File: config.mk
export PLATFORM = sky130hd
export DESIGN_NAME = psv_preload_map
export DESIGN_NICKNAME = d
export VERILOG_FILES = /design/src/include/psv_pkg.sv /design/src/rtl/psv_word_mem.sv /design/src/rtl/psv_preload_map.sv
export SDC_FILE = /design/constraint.sdc
export NUM_CORES = 1
export LEC_CHECK = 0
export BUFFER_PORTS_ARGS = -buffer_cell sky130_fd_sc_hd__buf_2
export CAP_MARGIN = 0
export CORE_ASPECT_RATIO = 0.5
export CORE_MARGIN = 8
export CORE_UTILIZATION = 49
export DETAILED_ROUTE_END_ITERATION = 16
export PLACE_DENSITY_LB_ADDON = 0.25
export SYNTH_ARGS = -nofsm -noshare
export SYNTH_HDL_FRONTEND = slang
export SYNTH_HIERARCHICAL = 1
export SYNTH_SLANG_ARGS = --single-unit
File: constraint.sdc
create_clock -name CLK_SYS -period 2.8 [get_ports CLK_SYS]
set_input_delay 0.84 -clock CLK_SYS [delete_from_list [all_inputs] [get_ports CLK_SYS]]
set_output_delay 0.84 -clock CLK_SYS [all_outputs]
set_load 0.005 [all_outputs]
File: src/include/psv_pkg.sv
// constants and helpers for the per-port slot and VC preload loader
// What this block does
// - port 1 word at 62h, port 2 at 64h, port 3 at 66h, port 4 at 68h
// - word bit 0 goes to bit 24 of dword C0h, slot implemented
// - word bit 1 goes to bit 28 of dword D0h, connector clock used
// - word bit 2 goes to bit 21 of dword 40h, special init required
// - word bit 3 goes to bit 4 of dword port_vc_capability_one, VC1 is low priority
// - word bits 6:4 go to bits 26:24 of dword Link_capability_dword, logical port number
// - word bits 15:9 go to bits 7:1 of dword vc0_resource_control, TC to VC0 map
// - port 0 word at 60h uses same layout, without slot-implemented bit
package psv_pkg;

  localparam int unsigned NUM_PORTS = 5;
  localparam logic [2:0] LAST_PORT = 3'h4;

  // configuration memory word addresses
  localparam logic [7:0] PRE_ADDR_P0 = 8'h60;
  localparam logic [7:0] PRE_ADDR_P1 = 8'h62;
  localparam logic [7:0] PRE_ADDR_P2 = 8'h64;
  localparam logic [7:0] PRE_ADDR_P3 = 8'h66;
  localparam logic [7:0] PRE_ADDR_P4 = 8'h68;

  // configuration dword offsets
  localparam logic [11:0] OFF_PM_CAP = 12'h040;
  localparam logic [11:0] OFF_EXP_CAP = 12'h0C0;
  localparam logic [11:0] OFF_LINK_CAP = 12'h0CC;
  localparam logic [11:0] OFF_LINK_CTL = 12'h0D0;
  localparam logic [11:0] OFF_VC_CAP1 = 12'h144;
  localparam logic [11:0] OFF_VC0_CTL = 12'h154;

  // field positions in the preload word
  localparam int unsigned WB_SLOT = 0;
  localparam int unsigned WB_CLK = 1;
  localparam int unsigned WB_DSI = 2;
  localparam int unsigned WB_LPVC = 3;
  localparam int unsigned WB_PNUM = 4;
  localparam int unsigned WB_TC = 9;
  // field positions in the configuration dwords
  localparam int unsigned CB_SLOT = 24;
  localparam int unsigned CB_CLK = 28;
  localparam int unsigned CB_DSI = 21;
  localparam int unsigned CB_LPVC = 4;
  localparam int unsigned CB_PNUM = 24;
  localparam int unsigned CB_TC = 1;
  localparam int unsigned PNUM_W = 3;
  localparam int unsigned TC_W = 7;

  // values after reset
  localparam logic [15:0] PRE_DEFAULT = 16'h0000;
  localparam logic [31:0] CFG_DATA_RESET = 32'h0000_0000;
  localparam logic [2:0] IDX_RESET = 3'h0;
  localparam logic [7:0] REQ_ADDR_RESET = 8'h00;
  localparam logic [11:0] CFG_ADDR_RESET = 12'h000;

  typedef enum logic [3:0] {
    ST_INIT = 4'h1,
    ST_ISSUE = 4'h2,
    ST_FETCH = 4'h4,
    ST_DONE = 4'h8
  } psv_state_type;

  // default word: all flags clear, logical number equals physical number
  function automatic logic [15:0] pre_default(input logic [2:0] port);
    logic [15:0] w;
    w = PRE_DEFAULT;
    w[WB_PNUM +: PNUM_W] = port;
    return w;
  endfunction

  function automatic logic [7:0] word_addr(input logic [2:0] port);
    logic [7:0] a;
    a = PRE_ADDR_P0;
    case (port)
      3'h1: a = PRE_ADDR_P1;
      3'h2: a = PRE_ADDR_P2;
      3'h3: a = PRE_ADDR_P3;
      3'h4: a = PRE_ADDR_P4;
      default: a = PRE_ADDR_P0;
    endcase
    return a;
  endfunction

  // places the preload fields of one port into the addressed dword
  function automatic logic [31:0] cfg_dword(input logic [15:0] w,
                                            input logic [11:0] off,
                                            input logic [2:0] port);
    logic [31:0] d;
    d = CFG_DATA_RESET;
    case (off)
      OFF_EXP_CAP:
        if (port != 3'h0)
          d[CB_SLOT] = w[WB_SLOT];
      OFF_LINK_CTL: d[CB_CLK] = w[WB_CLK];
      OFF_PM_CAP: d[CB_DSI] = w[WB_DSI];
      OFF_VC_CAP1: d[CB_LPVC] = w[WB_LPVC];
      OFF_LINK_CAP: d[CB_PNUM +: PNUM_W] = w[WB_PNUM +: PNUM_W];
      OFF_VC0_CTL: d[CB_TC +: TC_W] = w[WB_TC +: TC_W];
      default: d = CFG_DATA_RESET;
    endcase
    if (port > LAST_PORT)
      d = CFG_DATA_RESET;
    return d;
  endfunction

endpackage

File: src/rtl/psv_word_mem.sv
// five-entry store of per-port preload words with registered read
`timescale 1ns/1ps
module psv_word_mem
  import psv_pkg::*;
(
  input wire logic clk,
  input wire logic rst_n,
  input wire logic ce,
  input wire logic wr_en,
  input wire logic [2:0] wr_idx,
  input wire logic [15:0] wr_data,
  input wire logic [2:0] rd_idx,
  output logic [15:0] rd_data
);

  logic [15:0] mem [0:NUM_PORTS-1];
  logic [15:0] rd_data_reg;

  always_ff @(posedge clk)
  begin
    if (ce && wr_en && wr_idx <= LAST_PORT)
    begin
      mem[wr_idx] <= wr_data;
    end
  end

  always_ff @(posedge clk)
  begin
    if (!rst_n)
    begin
      rd_data_reg <= PRE_DEFAULT;
    end
    else if (ce)
    begin
      rd_data_reg <= (rd_idx <= LAST_PORT) ? mem[rd_idx] : PRE_DEFAULT;
    end
  end

  assign rd_data = rd_data_reg;

endmodule

File: src/rtl/psv_preload_map.sv
// preload loader and per-port configuration field read port
`timescale 1ns/1ps
module psv_preload_map
  import psv_pkg::*;
(
  input wire logic CLK_SYS,
  input wire logic RESETN,
  input wire logic CE,
  input wire logic MEM_PRESENT,
  output logic REQ_VALID,
  output logic [7:0] REQ_ADDR,
  input wire logic RSP_VALID,
  input wire logic [15:0] RSP_DATA,
  input wire logic CFG_RD,
  input wire logic [2:0] CFG_PORT,
  input wire logic [11:0] CFG_ADDR,
  output logic CFG_READY,
  output logic CFG_RD_VALID,
  output logic [31:0] CFG_RD_DATA
);

  psv_state_type state_reg;
  logic [2:0] idx_reg;
  logic mem_used_reg;
  logic req_valid_reg;
  logic [7:0] req_addr_reg;
  logic ready_reg;
  logic s1_valid_reg;
  logic [11:0] s1_addr_reg;
  logic [2:0] s1_port_reg;
  logic rd_valid_reg;
  logic [31:0] rd_data_reg;
  logic wr_en;
  logic [15:0] wr_data;
  logic [15:0] rd_word;
  logic rsp_take;

  assign rsp_take = (state_reg == ST_FETCH) && RSP_VALID;

  // defaults first, then memory words overwrite them
  always_comb
  begin
    wr_en = 1'b0;
    wr_data = pre_default(idx_reg);
    if (state_reg == ST_INIT)
    begin
      wr_en = 1'b1;
    end
    else if (rsp_take)
    begin
      wr_en = 1'b1;
      wr_data = RSP_DATA;
    end
  end

  psv_word_mem u_mem (
    .clk(CLK_SYS),
    .rst_n(RESETN),
    .ce(CE),
    .wr_en(wr_en),
    .wr_idx(idx_reg),
    .wr_data(wr_data),
    .rd_idx(CFG_PORT),
    .rd_data(rd_word)
  );

  // load sequence
  always_ff @(posedge CLK_SYS)
  begin
    if (!RESETN)
    begin
      state_reg <= ST_INIT;
      idx_reg <= IDX_RESET;
      mem_used_reg <= 1'b0;
    end
    else if (CE)
    begin
      unique case (state_reg)
        ST_INIT:
        begin
          if (idx_reg == LAST_PORT)
          begin
            idx_reg <= IDX_RESET;
            mem_used_reg <= MEM_PRESENT;
            state_reg <= MEM_PRESENT ? ST_ISSUE : ST_DONE;
          end
          else
          begin
            idx_reg <= idx_reg + 3'h1;
          end
        end
        ST_ISSUE:
        begin
          state_reg <= ST_FETCH;
        end
        ST_FETCH:
        begin
          if (RSP_VALID)
          begin
            if (idx_reg == LAST_PORT)
            begin
              state_reg <= ST_DONE;
            end
            else
            begin
              idx_reg <= idx_reg + 3'h1;
              state_reg <= ST_ISSUE;
            end
          end
        end
        ST_DONE:
        begin
          state_reg <= ST_DONE;
        end
      endcase
    end
  end

  // word fetch request toward the configuration memory
  always_ff @(posedge CLK_SYS)
  begin
    if (!RESETN)
    begin
      req_valid_reg <= 1'b0;
      req_addr_reg <= REQ_ADDR_RESET;
    end
    else if (CE)
    begin
      if (state_reg == ST_ISSUE)
      begin
        req_valid_reg <= 1'b1;
        req_addr_reg <= word_addr(idx_reg);
      end
      else if (rsp_take)
      begin
        req_valid_reg <= 1'b0;
      end
    end
  end

  // fields go visible only once loading is over
  always_ff @(posedge CLK_SYS)
  begin
    if (!RESETN)
    begin
      ready_reg <= 1'b0;
    end
    else if (CE)
    begin
      ready_reg <= (state_reg == ST_DONE);
    end
  end

  // read pipeline: word fetch, then field placement
  always_ff @(posedge CLK_SYS)
  begin
    if (!RESETN)
    begin
      s1_valid_reg <= 1'b0;
      s1_addr_reg <= CFG_ADDR_RESET;
      s1_port_reg <= IDX_RESET;
    end
    else if (CE)
    begin
      s1_valid_reg <= CFG_RD && ready_reg;
      if (CFG_RD)
      begin
        s1_addr_reg <= CFG_ADDR;
        s1_port_reg <= CFG_PORT;
      end
    end
  end

  always_ff @(posedge CLK_SYS)
  begin
    if (!RESETN)
    begin
      rd_valid_reg <= 1'b0;
      rd_data_reg <= CFG_DATA_RESET;
    end
    else if (CE)
    begin
      rd_valid_reg <= s1_valid_reg;
      if (s1_valid_reg)
      begin
        rd_data_reg <= cfg_dword(rd_word, s1_addr_reg, s1_port_reg);
      end
    end
  end

  assign REQ_VALID = req_valid_reg;
  assign REQ_ADDR = req_addr_reg;
  assign CFG_READY = ready_reg;
  assign CFG_RD_VALID = rd_valid_reg;
  assign CFG_RD_DATA = rd_data_reg;

  // checking helpers: copy of stored words and address of the answer
  logic [15:0] chk_word [0:NUM_PORTS-1];
  logic [11:0] chk_addr;
  logic [2:0] chk_port;
  logic [15:0] chk_cur;

  always_ff @(posedge CLK_SYS)
  begin
    if (CE && wr_en)
    begin
      chk_word[idx_reg] <= wr_data;
    end
    if (CE && s1_valid_reg)
    begin
      chk_addr <= s1_addr_reg;
      chk_port <= s1_port_reg;
    end
  end

  assign chk_cur = (chk_port <= LAST_PORT) ? chk_word[chk_port] : PRE_DEFAULT;
endmodule

# Word-level counts from Yosys, hierarchy flattened
# Memories as Yosys holds them, arrays and structs flattened.
# Index checks and enable logic that the tools add are counted.
# op_classes
n_lt_le_gt_ge,3
eq_ne,17
n_mux,28
reduce_logical,13
n_addsub,1
# op_table
op,count
2-to-1 mux 16 bit,3
== test 12 x 8 -> 1 bit (second input constant),3
case mux 4 bit (4 select lines),2
2-to-1 mux 29 bit,1
== test 12 x 9 -> 1 bit (second input constant),2
2-to-1 mux 4 bit,4
2-to-1 mux 3 bit,5
== test 12 x 7 -> 1 bit (second input constant),1
2-to-1 mux 1 bit,9
AND reduction 2 bit,4
== test 3 x 2 -> 1 bit (second input constant),2
less-or-equal comparator 3 bit (second input constant),2
case mux 3 bit (2 select lines),1
== test 4 x 1 -> 1 bit (second input constant),1
== test 4 x 2 -> 1 bit (second input constant),1
== test 4 x 3 -> 1 bit (second input constant),1
== test 4 bit (second input constant),1
logical AND 1 bit,4
!= test 2 bit (second input constant),2
case mux 1 bit (2 select lines),2
AND reduction 4 bit,1
nonzero test 2 bit,2
adder 3 x 1 -> 3 bit (second input constant),1
== test 3 x 1 -> 1 bit (second input constant),1
6 further kinds,6
# word_totals
memories,1
elab_cells,74
inputBits,37
ramBits,80
reg_bits,82
out_inout_bits,43
# mem_list
name,words,word_bits,rd,rd_ports_with_merged_regs,write_ports,line_no,rtl
u_mem.mem,5,16,1,0,1,psv_word_mem.sv:16,logic [15:0] mem [0:NUM_PORTS-1];

# Logic depth before layout (Yosys ltp)
# depth
depth_word,8
depth_mapped,6
depth_no_buf,6

# Hierarchy
# The synthesis kept the hierarchy.
# by_module_without_submodules
module,seq_area_each_um2,cells_per_inst,n_inst,area_each_um2
psv_word_mem,2722.6,204,1,3603.5
psv_preload_map,840.8,262,1,2177.1

# Least setup slack after synthesis
# Ideal clock, no wire load.
# synth_timing
path_kind,input -> register
from,input port CE
to,"memory u_mem.mem[2][0], enable pin"
setup_slack_ps,-216
required_ps,2391
n_path_buf,2
cell_stages,4
arrival_time_ps,2607
path_cell_list,clkbuf_1 clkbuf_1 nand2_1 nor3_1
# synth_between
elab_chain_cells,4
# synth_lines
element,line_no,rtl
from (decl),psv_preload_map.sv:8,"input wire logic CE,"
logical AND 1 bit,n/a,
logical AND 1 bit,psv_word_mem.sv:21,if (ce && wr_en && wr_idx <= LAST_PORT)
2-to-1 mux 1 bit,psv_word_mem.sv:21,
2-to-1 mux 1 bit (implied by the code),psv_word_mem.sv:23,mem[wr_idx] <= wr_data;
to (decl),psv_word_mem.sv:16,
# No other way between the ends.

# Worst setup path after layout
# layout_timing
from,register idx_reg[0]
to,register idx_reg[2]
# layout_between
elab_chain_cells,4
elab_cells_between_ends,8
# layout_lines
element,line_no,rtl
from (decl),psv_preload_map.sv:23,logic [2:0] idx_reg;
from (signal assigned),psv_preload_map.sv:89,idx_reg <= idx_reg + 3'h1;
from (signal assigned),psv_preload_map.sv:106,idx_reg <= idx_reg + 3'h1;
adder 3 x 1 -> 3 bit,"psv_preload_map.sv:89, psv_preload_map.sv:106",
2-to-1 mux 3 bit,psv_preload_map.sv:100,if (idx_reg == LAST_PORT)
2-to-1 mux 3 bit,psv_preload_map.sv:98,if (RSP_VALID)
case mux 3 bit (2 select lines),psv_preload_map.sv:78,unique case (state_reg)
# Parallel ways exist; a longest one is shown, timed or not. The select of a mux whose other input is x is not followed.
# A chain may end at the register's enable or synchronous reset.

==> run summary <==
M2 GR Usage: 23.22%
Final hold vios: 0
Fin crit share: 75.04%
Multi-input gate area: 1853 um2
Grt met3 use: 5.187%
Root Driver: clkbuf_16
Register Area: 3223 um2
Max reg flops: 70
Syn_area_per_cell: 12.08 um2
Gr usage total: 15.19%
CTS resizes: 0
Synth warnings: 6
Clock power frac: 48.4%
Rel. slew slack: 53.83%
P_int: 0.003597 W
Cts bufs inserted: 17
Layout Nets: 540
Drt pass-1 iters: 9
CP Launch Type: register
Routed wire length: 11,250 um
Critical Path RT: 3.13 ns
Max Cap Viol: 0
Initial antenna violation count: 0
Std cell rows: 27
Sequential share of power: 44.9%
Crit path largest cell delay: 0.54 ns
Crit path DAT: 2.43 ns
CTS sink cnt: 126
Largest fanout on the critical path: 9
Die width: 163.6 um
CTS tree: built
Diode count: 0
Antenna Nets Post-Route: 0
Post-Syn Area: 5340 um2
Max VDD drop: 0.0003562 V
Most used routing layer: met2
Grt total ovfl: 0
Sw Share: 22.00%
Setup slack, reg-to-reg: 0.70 ns
Largest net degree at the start of global routing: 32
WL/cell: 17.15 um
Synthesized instance count: 442
Core Area: 10,810 um2
Worst-skew pair later-pin latency: 0.41 ns
Fin util: 58.48%
Max stage delay cell, worst path: dfxtp_1
Setup violators final: 0
Clock Tree Buf Depth: 2
P per Cell Area: 729.4 nW/um2
# H-tree levels: 4
Clock Skews: 0.01321 ns
Via Count: 3,529
Max-slew violations: 0
RSZ-0062 raised after global routing: false
Leakage: 2.355 nW
Post-CTS Hold Buffers: 0
Crit path cell chain: inv_1, ha_1, and2_1, o21a_1, or4_1, a21oi_1
Tmin final: 2.101 ns
Outcome: complete, no violations
DR DRC count: 0
Setup Buffers After CTS: 0
TNS Setup: 0 ns
Final GP Congestion: 0.7995
Layout area overhead: 18.39%
Initial Util: 49.40%
Power share of the combinational group: 6.7%
I/O pins: 80
DIE HEIGHT: 89.82 um
Average via count per standard cell: 5.380
Met1 Track Usage GR: 19.35%
First-pass GRT wire length: 17,400 um
Net load switching power: 0.001015 W
CP Class: reg2reg
Number of global-route vias before repair: 3,359
Layout cells sized above 1: 26.61%
Clk pin slew, worst setup/hold paths: 0.05 ns
Fmax: 0.4760 GHz
Die area: 14,700 um2
Input/output buffers: 54
DP HPWL: 7356 um
Crit. End Element: register
Class of the worst hold path: reg2reg
Drt initial violations: 186
Filler Cell Count: 893
Slew of the pin with the lowest slew margin: 0.6853 ns
[cell usage in the layout (no fill, tap or decap), types with 3 or more instances in the layout]
master,instances
inv_1,4
a22o_1,6
buf_2,54
nor2_1,31
nand2b_1,10
a222oi_1,14
clkinvlp_4,4
a21oi_1,30
buf_12,5
nand2_1,47
and3_2,3
buf_4,8
dfxtp_1,56
ha_1,5
and3_1,11
mux2_2,24
conb_1,23
o21ai_0,8
mux2_1,3
nor3_2,3
a32oi_1,3
and2_1,3
nand3_1,4
a211oi_1,16
clkbuf_16,19
edfxtp_1,70
nor2b_1,3
[stage by stage]
| step | hold slack (ns) | total power [W] | instance area, um2 | worst slack [ns] | instances |
|---|---|---|---|---|---|
| after floorplan | 0.4312 | 0.002326 | 5428 | 0.07923 | 464 |
| after global placement | 0.4412 | 0.002412 | 5703 | 0.3955 | 624 |
| after detailed placement | 0.4455 | 0.002415 | 5703 | 0.3998 | 624 |
| after CTS | 0.4530 | 0.004655 | 6322 | 0.7025 | 656 |
| after global routing | 0.4742 | 0.004767 | 6322 | 0.5654 | 656 |
| final | 0.4518 | 0.004612 | 6322 | 0.6989 | 656 |
[cell type report]
| type | instances | share of cell area [%] |
|---|---|---|
| Clock inverter | 11 | 1.999 |
| Inverter | 4 | 0.2375 |
| Sequential cell | 126 | 50.98 |
| Multi-Input combinational cell | 282 | 29.31 |
| Timing Repair Buffer | 67 | 6.808 |
| Clock buffer | 21 | 7.797 |
| Tap cell | 145 | 2.870 |
[worst paths after layout]
path                    from               to  depth (start not counted)
max               idx_reg[0]       idx_reg[2]                          6
min          CFG_RD_DATA[28]  CFG_RD_DATA[28]                          2
max reg2reg       idx_reg[0]       idx_reg[2]                          6
min reg2reg  CFG_RD_DATA[28]  CFG_RD_DATA[28]                          2
[metal layers]
| layer | wire, um | vias to the layer above |
|---|---|---|
| met1 | 4996 | 1680 |
| met4 | 166 | 0 |
| met3 | 982 | 15 |
| li1 | - | 1705 |
| met5 | 0 | - |
| met2 | 5107 | 129 |
[power by group through the flow]
stage	logic (W)	registers (W)	clock network [W]
5_1_grt	0.000342	0.00208	0.00234
3_3_place_gp	0.000305	0.00211	0
3_5_place_dp	0.000306	0.00211	0
6_report	0.000308	0.00207	0.00223
4_1_cts	0.000309	0.00207	0.00228
2_1_floorplan	0.000233	0.00209	0
[critical path: cells and delay by family (launching register included)]
family / cells / cell delay (ns)
buffers and inverters: 1 / 0.15
adder cells (fa/ha/maj): 1 / 0.24
AND/OR/NAND/NOR: 2 / 0.71
AO/OA/AOI/OAI: 2 / 0.40
flip-flops: 1 / 0.54
Power figures use the tool's default switching activity.
